===== config.mk =====
export PLATFORM = sky130hd
export DESIGN_NAME = ptq_top
export DESIGN_NICKNAME = d
export VERILOG_FILES = /design/src/rtl/ptq_pkg.sv /design/src/rtl/ptq_sync.sv /design/src/rtl/ptq_top.sv
export SDC_FILE = /design/constraint.sdc
export NUM_CORES = 1
export LEC_CHECK = 0
export CAP_MARGIN = 15
export CORE_MARGIN = 2
export CORE_UTILIZATION = 35
export DETAILED_ROUTE_END_ITERATION = 16
export DONT_BUFFER_PORTS = 1
export PLACE_DENSITY = 0.56
export RECOVER_POWER = 50
export SLEW_MARGIN = 20
export SYNTH_ARGS = -nofsm -noshare
export SYNTH_HDL_FRONTEND = slang
export SYNTH_SLANG_ARGS = --single-unit

===== constraint.sdc =====
create_clock -name core_clk_i -period 11.7 [get_ports core_clk_i]
set_clock_uncertainty 0.2 [all_clocks]
set_input_delay 0 -clock core_clk_i [delete_from_list [all_inputs] [get_ports core_clk_i]]
set_output_delay 0 -clock core_clk_i [all_outputs]
set_load 0.03 [all_outputs]

===== src/rtl/ptq_pkg.sv =====
// pulse trigger qualifier: shared constants, offsets and enumerations
// assumes a 100 MHz core clock and an AHB-Lite register port
package ptq_pkg;

  localparam int CLK_PERIOD_NS = 10;
  // auto timeout step at the fastest time base
  localparam int AUTO_BASE_NS  = 100000;
  localparam int AUTO_BASE_CYC = AUTO_BASE_NS / CLK_PERIOD_NS;
  // holdoff: one percent at the fastest time base
  localparam int HOLD_STEP_NS  = 1000;
  localparam int HOLD_STEP_CYC = HOLD_STEP_NS / CLK_PERIOD_NS;
  // peak search window for the half-level preset
  localparam int SEARCH_NS     = 50000;
  localparam int SEARCH_CYC    = SEARCH_NS / CLK_PERIOD_NS;

  localparam logic [7:0] A_CTRL   = 8'h00;
  localparam logic [7:0] A_GLITCH = 8'h04;
  localparam logic [7:0] A_WLO    = 8'h08;
  localparam logic [7:0] A_WHI    = 8'h0c;
  localparam logic [7:0] A_HOLD   = 8'h10;
  localparam logic [7:0] A_LEVEL  = 8'h14;
  localparam logic [7:0] A_THRESH = 8'h18;
  localparam logic [7:0] A_TBASE  = 8'h1c;
  localparam logic [7:0] A_STATUS = 8'h20;

  // control word fields; F_THI is the high byte of the threshold word
  localparam int F_CLASS  = 0;
  localparam int F_POL    = 2;
  localparam int F_REJECT = 4;
  localparam int F_OUTLIM = 5;
  localparam int F_NORMAL = 6;
  localparam int F_SRC    = 7;
  localparam int F_PRESET = 10;
  localparam int F_FORCE  = 12;
  localparam int F_THI    = 8;

  localparam logic [15:0] GLITCH_RST = 16'h0010;
  localparam logic [15:0] WLO_RST    = 16'h0008;
  localparam logic [15:0] WHI_RST    = 16'h0020;
  localparam logic [6:0]  HOLD_RST   = 7'h00;
  localparam logic [6:0]  HOLD_MAX   = 7'h64;
  localparam logic [7:0]  LEVEL_RST  = 8'h80;
  localparam logic [7:0]  THI_RST    = 8'hc0;
  localparam logic [7:0]  TLO_RST    = 8'h40;
  // logic-family switching thresholds in level codes
  localparam logic [7:0]  LVL_TTL    = 8'h8c;
  localparam logic [7:0]  LVL_ECL    = 8'h6a;

  localparam logic [1:0]  PRE_TTL    = 2'h1;
  localparam logic [1:0]  PRE_ECL    = 2'h2;
  localparam logic [1:0]  PRE_HALF   = 2'h3;

  typedef enum logic [1:0] {CL_GLITCH, CL_RUNT, CL_WIDTH} ptq_class_e;
  typedef enum logic [1:0] {POL_POS, POL_NEG, POL_EITHER} ptq_pol_e;
  typedef enum logic [1:0] {RS_IDLE, RS_UP, RS_DN} ptq_runt_e;

endpackage


===== src/rtl/ptq_sync.sv =====
// two-flop synchroniser with edge flags for comparator pins
// assumes inputs are asynchronous to core_clk_i
`timescale 1ns/1ns
`default_nettype none
module ptq_sync #(
  parameter int W = 18
) (
  input  wire logic         core_clk_i,
  input  wire logic         reset_i,
  input  wire logic [W-1:0] async_i,
  output logic      [W-1:0] level_o,
  output logic      [W-1:0] rise_o,
  output logic      [W-1:0] fall_o
);
  typedef struct packed {
    logic [W-1:0] meta;
    logic [W-1:0] sync;
    logic [W-1:0] prev;
  } ptq_sync_s;

  ptq_sync_s s;
  ptq_sync_s next_s;

  always_comb
  begin
    next_s      = s;
    next_s.meta = async_i;
    next_s.sync = s.meta;
    next_s.prev = s.sync;
  end

  always_ff @(posedge core_clk_i or posedge reset_i)
  begin
    if (reset_i)
      s <= '0;
    else
      s <= next_s;
  end

  // edges look only at the second and third stages
  assign level_o = s.sync;
  assign rise_o  = s.sync & ~s.prev;
  assign fall_o  = ~s.sync & s.prev;
endmodule
`default_nettype wire


===== src/rtl/ptq_top.sv =====
// pulse trigger qualifier: glitch, runt and width classes, mode, holdoff
// assumes comparator pins per source and ADC samples on core_clk_i
//
// Summary of operation
// glitch accept triggers only on pulses narrower than glitch width
// glitch reject triggers only on pulses wider than glitch width
// glitch polarity picks positive, negative or both pulse directions
// positive runt: lower crossed up, recrossed down, upper never crossed
// negative runt: upper crossed down, recrossed up, lower never crossed
// either runt: either threshold crossed, recrossed, other untouched
// runt trigger falls on the recross of the first threshold
// runt uses two user-set thresholds, high and low
// width class offers only positive or negative polarity
// within-limits width triggers on widths inside lower..upper
// out-of-limits width triggers on widths outside lower..upper
// upper limit is largest valid width, lower the smallest
// lower width limit is kept at or below the upper limit
// auto mode acquires after a time-base dependent timeout
// normal mode acquires only on a valid trigger
// a forced trigger yields exactly one acquisition
// holdoff in percent blocks triggers after an acquisition
// source selector routes exactly one channel to the trigger
// half-level preset sets level midway between signal peaks
// logic-family presets set level to that family's threshold
// glitch either triggers on short pulses of both polarities
// widths are counted in clock cycles against cycle limits
`timescale 1ns/1ns
`default_nettype none
module ptq_top #(
  parameter bit TWO_CH     = 1'b0,
  parameter int AUTO_CYC   = ptq_pkg::AUTO_BASE_CYC,
  parameter int SEARCH_LEN = ptq_pkg::SEARCH_CYC
) (
  input  wire logic        core_clk_i,
  input  wire logic        reset_i,
  input  wire logic [5:0]  lvl_cmp_i,
  input  wire logic [5:0]  hi_cmp_i,
  input  wire logic [5:0]  lo_cmp_i,
  input  wire logic [47:0] sample_i,
  input  wire logic        hsel_i,
  input  wire logic [31:0] haddr_i,
  input  wire logic [1:0]  htrans_i,
  input  wire logic        hwrite_i,
  input  wire logic [2:0]  hsize_i,
  input  wire logic [31:0] hwdata_i,
  input  wire logic        hready_i,
  output logic      [31:0] hrdata_o,
  output logic             hreadyout_o,
  output logic             hresp_o,
  output logic             acq_start_o,
  output logic             trig_o,
  output logic      [7:0]  level_o,
  output logic      [7:0]  thr_hi_o,
  output logic      [7:0]  thr_lo_o
);
  import ptq_pkg::*;

  if (AUTO_CYC < 1 || AUTO_CYC > 131071 || SEARCH_LEN < 1)
    $error("ptq_top: counts out of range");

  typedef struct packed {
    ptq_class_e  cls;
    ptq_pol_e    pol;
    logic        rej;
    logic        outl;
    logic        norm;
    logic [1:0]  src;
    logic [15:0] gw;
    logic [15:0] wlo;
    logic [15:0] whi;
    logic [6:0]  hold;
    logic [3:0]  tb;
    logic [7:0]  lvl;
    logic [7:0]  thi;
    logic [7:0]  tlo;
    logic        force_pend;
    logic        srch;
    logic [31:0] scnt;
    logic [7:0]  pmax;
    logic [7:0]  pmin;
    logic [15:0] wcnt;
    logic [15:0] tw;
    logic        seen;
    ptq_runt_e   rs;
    logic [31:0] hcnt;
    logic [31:0] acnt;
    logic [15:0] nacq;
    logic        acq;
    logic        trig;
    logic        a_ok;
    logic        a_wr;
    logic [7:0]  a_adr;
    logic        rdy;
    logic [31:0] rdata;
  } ptq_state_s;

  ptq_state_s s;
  ptq_state_s next_s;

  logic [17:0] c_lv;
  logic [17:0] c_r;
  logic [17:0] c_f;

  ptq_sync #(.W(18)) u_sync (
    .core_clk_i (core_clk_i),
    .reset_i    (reset_i),
    .async_i    ({lo_cmp_i, hi_cmp_i, lvl_cmp_i}),
    .level_o    (c_lv),
    .rise_o     (c_r),
    .fall_o     (c_f)
  );

  // two-channel build swaps channels three and four for the aux inputs
  function automatic logic [2:0] src_idx(input logic [1:0] code);
    if (TWO_CH && code[1])
      return {2'b10, code[0]};
    return {1'b0, code};
  endfunction

  function automatic logic [31:0] rd_reg(input ptq_state_s r, input logic [7:0] a);
    unique case (a)
      A_CTRL:   rd_reg = {23'h0, r.src, r.norm, r.outl, r.rej, r.pol, r.cls};
      A_GLITCH: rd_reg = {16'h0, r.gw};
      A_WLO:    rd_reg = {16'h0, r.wlo};
      A_WHI:    rd_reg = {16'h0, r.whi};
      A_HOLD:   rd_reg = {25'h0, r.hold};
      A_LEVEL:  rd_reg = {24'h0, r.lvl};
      A_THRESH: rd_reg = {16'h0, r.thi, r.tlo};
      A_TBASE:  rd_reg = {28'h0, r.tb};
      A_STATUS: rd_reg = {r.nacq, 10'h0, r.rs, r.force_pend, r.srch,
                          1'b0, r.hcnt != 32'h0};
      default:  rd_reg = 32'h0;
    endcase
  endfunction

  logic [2:0]  si;
  logic        lv_r;
  logic        lv_f;
  logic        hi_lv;
  logic        hi_r;
  logic        hi_f;
  logic        lo_r;
  logic        lo_f;
  logic [7:0]  smp;
  logic        pos_end;
  logic        neg_end;
  logic        g_hit;
  logic        w_hit;
  logic        r_hit;
  logic        qual;
  logic        w_in;
  logic [31:0] tmo;
  logic [31:0] hload;
  logic [8:0]  psum;
  logic [15:0] wd;

  always_comb
  begin
    next_s      = s;
    next_s.acq  = 1'b0;
    next_s.trig = 1'b0;
    wd          = hwdata_i[15:0];
    r_hit       = 1'b0;

    // source routing
    si    = src_idx(s.src);
    lv_r  = c_r[si];
    lv_f  = c_f[si];
    hi_lv = c_lv[6 + si];
    hi_r  = c_r[6 + si];
    hi_f  = c_f[6 + si];
    lo_r  = c_r[12 + si];
    lo_f  = c_f[12 + si];
    smp   = sample_i[8*si +: 8];

    // register writes land in the data phase
    if (s.a_ok && s.a_wr)
    begin
      unique case (s.a_adr)
        A_CTRL:
        begin
          if (hwdata_i[F_CLASS +: 2] != 2'h3)
            next_s.cls = ptq_class_e'(hwdata_i[F_CLASS +: 2]);
          next_s.pol = (hwdata_i[F_POL +: 2] == 2'h3) ? POL_EITHER
                     : ptq_pol_e'(hwdata_i[F_POL +: 2]);
          if (next_s.cls == CL_WIDTH && next_s.pol == POL_EITHER)
            next_s.pol = POL_POS;
          next_s.rej  = hwdata_i[F_REJECT];
          next_s.outl = hwdata_i[F_OUTLIM];
          next_s.norm = hwdata_i[F_NORMAL];
          next_s.src  = hwdata_i[F_SRC +: 2];
          unique case (hwdata_i[F_PRESET +: 2])
            PRE_TTL:  next_s.lvl = LVL_TTL;
            PRE_ECL:  next_s.lvl = LVL_ECL;
            PRE_HALF:
            begin
              next_s.srch = 1'b1;
              next_s.scnt = 32'(SEARCH_LEN);
              next_s.pmax = 8'h00;
              next_s.pmin = 8'hff;
            end
            default: ;
          endcase
          if (hwdata_i[F_FORCE])
            next_s.force_pend = 1'b1;
        end
        A_GLITCH: next_s.gw = wd;
        A_WLO:    next_s.wlo = (wd > s.whi) ? s.whi : wd;
        A_WHI:
        begin
          next_s.whi = wd;
          if (s.wlo > wd)
            next_s.wlo = wd;
        end
        A_HOLD:   next_s.hold = (hwdata_i[6:0] > HOLD_MAX) ? HOLD_MAX : hwdata_i[6:0];
        A_LEVEL:  next_s.lvl = hwdata_i[7:0];
        A_THRESH:
        begin
          next_s.thi = hwdata_i[F_THI +: 8];
          next_s.tlo = hwdata_i[7:0];
        end
        A_TBASE:  next_s.tb = hwdata_i[3:0];
        default: ;
      endcase
    end

    // reads take one wait state so a preceding write is visible
    next_s.rdy   = 1'b1;
    next_s.a_ok  = hsel_i & htrans_i[1] & hready_i;
    next_s.a_wr  = hwrite_i;
    next_s.a_adr = haddr_i[7:0];
    if (next_s.a_ok && !hwrite_i)
      next_s.rdy = 1'b0;
    if (s.a_ok && !s.a_wr)
      next_s.rdata = rd_reg(s, s.a_adr);

    // half-level peak search on the routed source
    if (s.srch)
    begin
      if (smp > s.pmax)
        next_s.pmax = smp;
      if (smp < s.pmin)
        next_s.pmin = smp;
      next_s.scnt = s.scnt - 32'h1;
      if (s.scnt == 32'h1)
      begin
        psum        = {1'b0, next_s.pmax} + {1'b0, next_s.pmin};
        next_s.lvl  = psum[8:1];
        next_s.srch = 1'b0;
      end
    end
    psum = {1'b0, s.pmax} + {1'b0, s.pmin};

    // width counter restarts on every level edge
    if (lv_r || lv_f)
    begin
      next_s.wcnt = 16'h1;
      next_s.seen = 1'b1;
    end
    else if (s.wcnt != 16'hffff)
      next_s.wcnt = s.wcnt + 16'h1;
    // a pulse only counts once its leading edge was seen
    pos_end = lv_f & s.seen;
    neg_end = lv_r & s.seen;

    unique case (s.pol)
      POL_POS:    g_hit = pos_end;
      POL_NEG:    g_hit = neg_end;
      POL_EITHER: g_hit = pos_end | neg_end;
      default:    g_hit = 1'b0;
    endcase
    g_hit = g_hit & (s.rej ? (s.wcnt > s.gw) : (s.wcnt < s.gw));

    w_in  = (s.wcnt >= s.wlo) && (s.wcnt <= s.whi);
    w_hit = ((s.pol == POL_NEG) ? neg_end : pos_end) & (w_in ^ s.outl);

    unique case (s.rs)
      RS_IDLE:
      begin
        if (s.pol != POL_NEG && lo_r && !hi_lv)
          next_s.rs = RS_UP;
        // lower must still be high, else the swing crossed both at once
        else if (s.pol != POL_POS && hi_f && c_lv[12 + si])
          next_s.rs = RS_DN;
      end
      RS_UP:
      begin
        if (hi_r)
          next_s.rs = RS_IDLE;
        else if (lo_f)
        begin
          r_hit     = 1'b1;
          next_s.rs = RS_IDLE;
        end
      end
      RS_DN:
      begin
        if (lo_f)
          next_s.rs = RS_IDLE;
        else if (hi_r)
        begin
          r_hit     = 1'b1;
          next_s.rs = RS_IDLE;
        end
      end
    endcase
    if (s.cls != CL_RUNT)
      next_s.rs = RS_IDLE;

    qual = (s.cls == CL_GLITCH) ? g_hit
         : (s.cls == CL_RUNT) ? r_hit : w_hit;

    // slower time bases stretch both the auto wait and the holdoff
    tmo   = 32'(AUTO_CYC) << s.tb;
    hload = (32'(s.hold) * 32'(HOLD_STEP_CYC)) << s.tb;

    if (s.hcnt != 32'h0)
      next_s.hcnt = s.hcnt - 32'h1;
    else if (qual || s.force_pend || (!s.norm && s.acnt >= tmo))
    begin
      next_s.acq        = 1'b1;
      next_s.trig       = qual;
      next_s.tw         = s.wcnt;
      next_s.force_pend = 1'b0;
      next_s.hcnt       = hload;
      next_s.acnt       = 32'h0;
      next_s.nacq       = s.nacq + 16'h1;
    end
    else if (!s.norm)
      next_s.acnt = s.acnt + 32'h1;
    if (s.a_ok && s.a_wr && s.a_adr == A_CTRL && hwdata_i[F_FORCE])
      next_s.force_pend = 1'b1;
  end

  always_ff @(posedge core_clk_i or posedge reset_i)
  begin
    if (reset_i)
    begin
      s      <= '0;
      s.gw   <= GLITCH_RST;
      s.wlo  <= WLO_RST;
      s.whi  <= WHI_RST;
      s.hold <= HOLD_RST;
      s.lvl  <= LEVEL_RST;
      s.thi  <= THI_RST;
      s.tlo  <= TLO_RST;
      s.pmin <= 8'hff;
      s.rdy  <= 1'b1;
    end
    else
      s <= next_s;
  end

  assign hrdata_o    = s.rdata;
  assign hreadyout_o = s.rdy;
  assign hresp_o     = 1'b0;
  assign acq_start_o = s.acq;
  assign trig_o      = s.trig;
  assign level_o     = s.lvl;
  assign thr_hi_o    = s.thi;
  assign thr_lo_o    = s.tlo;
endmodule
`default_nettype wire


Word-level counts from Yosys, hierarchy flattened --
Cells that the tools add are included.
Storage, ports and cells: register bits after elaboration 340, bits of input ports 140, output and inout port bits 60
Operators by class: add/sub/neg operators 8, multiply operators 1, order comparisons 13, equal/unequal tests 29, shifts and indexed selects 3, multiplexer cells 71, bitwise logic cells 13, reduce and logical (&&, ||, !) cells 42
Operators with widths (number):
- case mux 32 bit (9 select lines) | 1
- 2-to-1 mux 32 bit | 4
- 2-to-1 mux 49 bit | 2
- 2-to-1 mux 16 bit | 5
- 2-to-1 mux 74 bit | 1
- subtractor 32 x 1 -> 32 bit (second input constant) | 2
- 2-to-1 mux 50 bit | 1
- greater-than comparator 16 bit | 3
- 2-to-1 mux 8 bit | 6
- indexed part select 48 x 6 -> 8 bit | 1
- bitwise AND 18 bit | 2
- inverter 18 bit | 2
- adder 16 x 1 -> 16 bit (second input constant) | 2
- adder 32 x 1 -> 32 bit (second input constant) | 1
- == test 32 x 1 -> 1 bit (second input constant) | 1
- == test 8 x 5 -> 1 bit (second input constant) | 4
- greater-or-equal comparator 32 bit | 1
- case mux 16 bit (2 select lines) | 1
- case mux 8 bit (2 select lines) | 2
- nonzero test 32 bit | 1
- << shifter 14 x 4 -> 32 bit | 1
- << shifter 14 x 4 -> 32 bit (first input constant) | 1
- binary-select mux 1 bit (select 5 bit) | 6
- 2-to-1 mux 2 bit | 14
- 40 further kinds | 115

Logic depth before layout (Yosys ltp) --
word-level depth 14, gate-level depth with buffers 20, depth with buffers taken out 17

Hierarchy --
From an unflattened synthesis, not the netlist that was laid out.
Second synthesis, totals: cells, all modules 2257, area total of the unflattened synthesis 21082.7 um^2
By module, submodules not included:
- ptq_top | instances 1, cells each 2148, area each 19277.2 um^2, sequential area each 7176.9 um^2
- ptq_sync | instances 1, cells each 109, area each 1805.5 um^2, sequential area each 1351.3 um^2

Worst setup path after synthesis --
No wires, ideal clock.
path type register to register, from reg s[293] (netlist name), to reg s (netlist bit level_o[5]), library setup time 129 ps, arrival 4531 ps, setup slack 6841 ps, stages on the path, launching flop included 17, path buffers 3, period minus slack after synthesis 4859 ps, cell sequence dfrtp_1 clkbuf_1 clkbuf_1 buf_1 mux4_2 ha_1 a211oi_1 nor2_1 o21a_1 nor2_1 mux2_2 fa_1 nand2_1 o21ai_0 a31oi_1 mux2i_1 a21oi_1
RTL lines:
- start: declaration | line ptq_top.sv:97 | ptq_state_s s;
- start signal: assignment | line ptq_top.sv:351 | s <= next_s;

==> impl_metrics.toml <==
[run_status]
status = "finished with violations"
failed_checks = "max-capacitance violations, max-slew violations"

[routing]
ant_nets = 0
viasPerCell = 5.560
remaining_drc_errors = 0
drt_iter0_markers = 1194
vias = 16618
wl_per_cell_um = 19.91
wirelength_um = 59520
first_pass_iters = 7

[floorplanning]
start_util_pct = 35.55
placementRows = 87
dieArea_um2 = 59530
pin_count = 200
coreArea_um2 = 56710
die_h_um = 244.0
fp.dieW_um = 244.0

[worst_setup_path]
critical_path.max_fanout = 103
critPathKind = "in2async"
max_stage_delay_ns = 4.03
crit_top_cell = "dlygate4sd3_1"
startpoint_type = "primary input"
endpoint_kind = "async pin"
worstPathArrival_ns = 5.63
slowest_stage = "clkbuf_1"
path_cells = "dlygate4sd3_1 > dlygate4sd3_1 > clkinvlp_2 > clkbuf_1"
required_ns = 10.75

[flow_run]
max-cap-violations = 3

[sta]
setup_viol = 0
fin_crit_ns = 6.582
finalWorstSetupSlack_ns = 5.118
report.final.slew_viol_count = 248
min_period_over_period_pct = 56.26
rsz0062_at_grt = "no"
relSlewSlack_pct = -284.7
worst_pin_slew_ns = 5.770
max_freq_mhz = 151.9
hold_violations = 0
tns_ns = 0

[clocking]
cts_max_path_buffers = 3
cts_sinks = 322
numCtsBuffers = 40
cts_tree = "yes"
clk_pin_slew_worst_paths_ns = 0.06
htree_levels = 2
root_buffer = "clkbuf_16"
ctsResizeCount = 0
clock_latency_ns = 0.57

[logic_synthesis]
yosysTopAreaCellShare_pct = 37.98
synth_top_area_cell = "dfrtp_1"
synth_ff_type = "dfrtp_1"
async_flop_share_pct = 100.0
syn_avg_cell_area_um2 = 9.147
yosys_warnings = 0
yosysSeqAreaShare_pct = 40.07
syn_nets = 2517
synth_edf_count = 0
ys_ff_latch = 322
synth_area_um2 = 20160
ys_top_cells_by_area = "dfrtp_1 38%, ha_1 11%, nand2_1 4.8%"
ys_types = 89
synth_cells = 2204

[hold_path]
hold_path.class = "in2reg"

[global_route]
grt_pass1_vias = 16391
grt_max_degree = 104
grt.overflow.total = 0
antenna_found_initial = 0
grt_use_total_pct = 19.82
grt_pass1_wl_um = 92900

[final_layout]
final_common_cell = "dfrtp_1"
final_cell_mix = "306 x dfrtp_1, 257 x nand2_1, 180 x o21ai_0"
antenna_cells = 0
drive_above_1_share_pct = 6.762
fillers = 5539
syn_to_final_growth_pct = 12.92
nets = 2516

[place]
gp_congestion = 0.8880
place_hpwl_um = 42140
portBuffers = 0
pre_cts_slack_ns = 5.997

[power]
ir_drop_mv = 0.1108
p_leak_nw = 10.58
powerDensity_nw_per_um2 = 123.0
critical path: cells and delay by family:
| family | cells | cell delay (ns) |
|---|---|---|
| buffers and inverters | 4 | 5.49 |
what timing repair did:
action,4_1_cts,5_1_grt
endpoints found under the hold margin,234,0
buffers inserted,0,0
hold buffers,92,0
logic make-up (layout without fill, tap and decap cells):
logic type,Yosys count,after routing,synth area share [%]
AO/OA/AOI/OAI,548,548,17.14
adder cells (fa/ha/maj),173,173,10.85
AND/OR/NAND/NOR,737,737,18.10
flip-flops,322,322,40.07
multiplexers,89,89,5.133
buffers and inverters,280,309,6.349
other,1,1,0.01860
XOR/XNOR,54,54,2.346
cell type report:
class                      instances  area (um2)  area share, %
inverter                         127       478.0          2.100
sequential                       322        8078          35.49
tap                              756       945.9          4.155
clock buffer                      53        1121          4.925
clock inverter                    19       244.0          1.072
timing repair buffer             110        1062          4.667
multi-input combinational       1602       10830          47.60
flip-flops by register name, indices dropped and copies added, names as in the netlist:
signal	cells
s	227
hrdata_o	32
level_o	8
u_sync.s	12
u_sync.level_o	12
thr_hi_o	8
acq_start_o	1
u_sync.next_s	12
trig_o	1
hreadyout_o	1
thr_lo_o	8
layer usage:
| metal | track usage, % | share of wire [%] |
|---|---|---|
| met3 | 3.369 | 5.5 |
| met2 | 31.13 | 45 |
| met5 | 0 | 0 |
| met4 | 6.313 | 3.2 |
| met1 | 27.77 | 47 |
power by group:
group | internal, mW | total [mW] | switching [mW]
combinational | 0.124 | 0.296 | 0.173
sequential | 1.15 | 1.20 | 0.0510
clock | 0.787 | 1.30 | 0.517
final timing paths:
kind                                                   from                          end  slack, ns  cells past startpoint
worst max-delay path                                reset_i            s[82]$_DFFE_PP0P_       5.12                      4
worst min-delay path                            hwdata_i[8]           s[269]$_DFFE_PP0P_       0.03                      3
worst max register to register           s[235]$_DFFE_PP0P_            s[54]$_DFFE_PP0P_       6.01                     17
worst min register to register  u_sync.next_s[24]$_DFF_PP0_  u_sync.level_o[6]$_DFF_PP0_       0.15                      0
max in group core_clk_i                  s[235]$_DFFE_PP0P_            s[54]$_DFFE_PP0P_       6.01                     17
min in group asynchronous                           reset_i      thr_hi_o[6]$_DFFE_PP1P_       0.56                      3
metrics by stage:
| stage | std cells | area [um2] | util (%) | total power, mW | hold slack (ns) |
|---|---|---|---|---|---|
| 6_report | 2989 | 22760 | 40.14 | 2.800 | 0.02988 |
| 4_1_cts | 2987 | 22770 | 40.14 | 2.831 | 0.008436 |
| 5_1_grt | 2989 | 22760 | 40.14 | 2.915 | 0.03573 |
| 3_5_place_dp | 2823 | 20460 | 36.08 | 1.485 | -0.1685 |
| 2_1_floorplan | 2204 | 20160 | - | 1.412 | -0.1686 |
| 3_3_place_gp | 2823 | 20460 | 36.07 | 1.476 | -0.1685 |
synthesized netlist by cell type, drive strengths merged (12+ instances only):
cell type and instances:
o31ai 32, nand3 90, o22ai 12, mux2i 64, inv 125, mux2 15
nand4 35, or4 21, a31oi 29, and3 23, nor4 17, o211ai 13
nor3 36, and4 13, a221oi 13, or3 19, dfstp 16, nor2b 24
clkbuf 84, buf 69, a222oi 15, nor2 130, xor2 17, and2 17
dfrtp 306, a21oi 122, o21a 18, xnor2 37, o21ai 181, ha 170
nand2 259, a21o 39, nand2b 24
No activity file was read; power rests on OpenSTA's default activity.
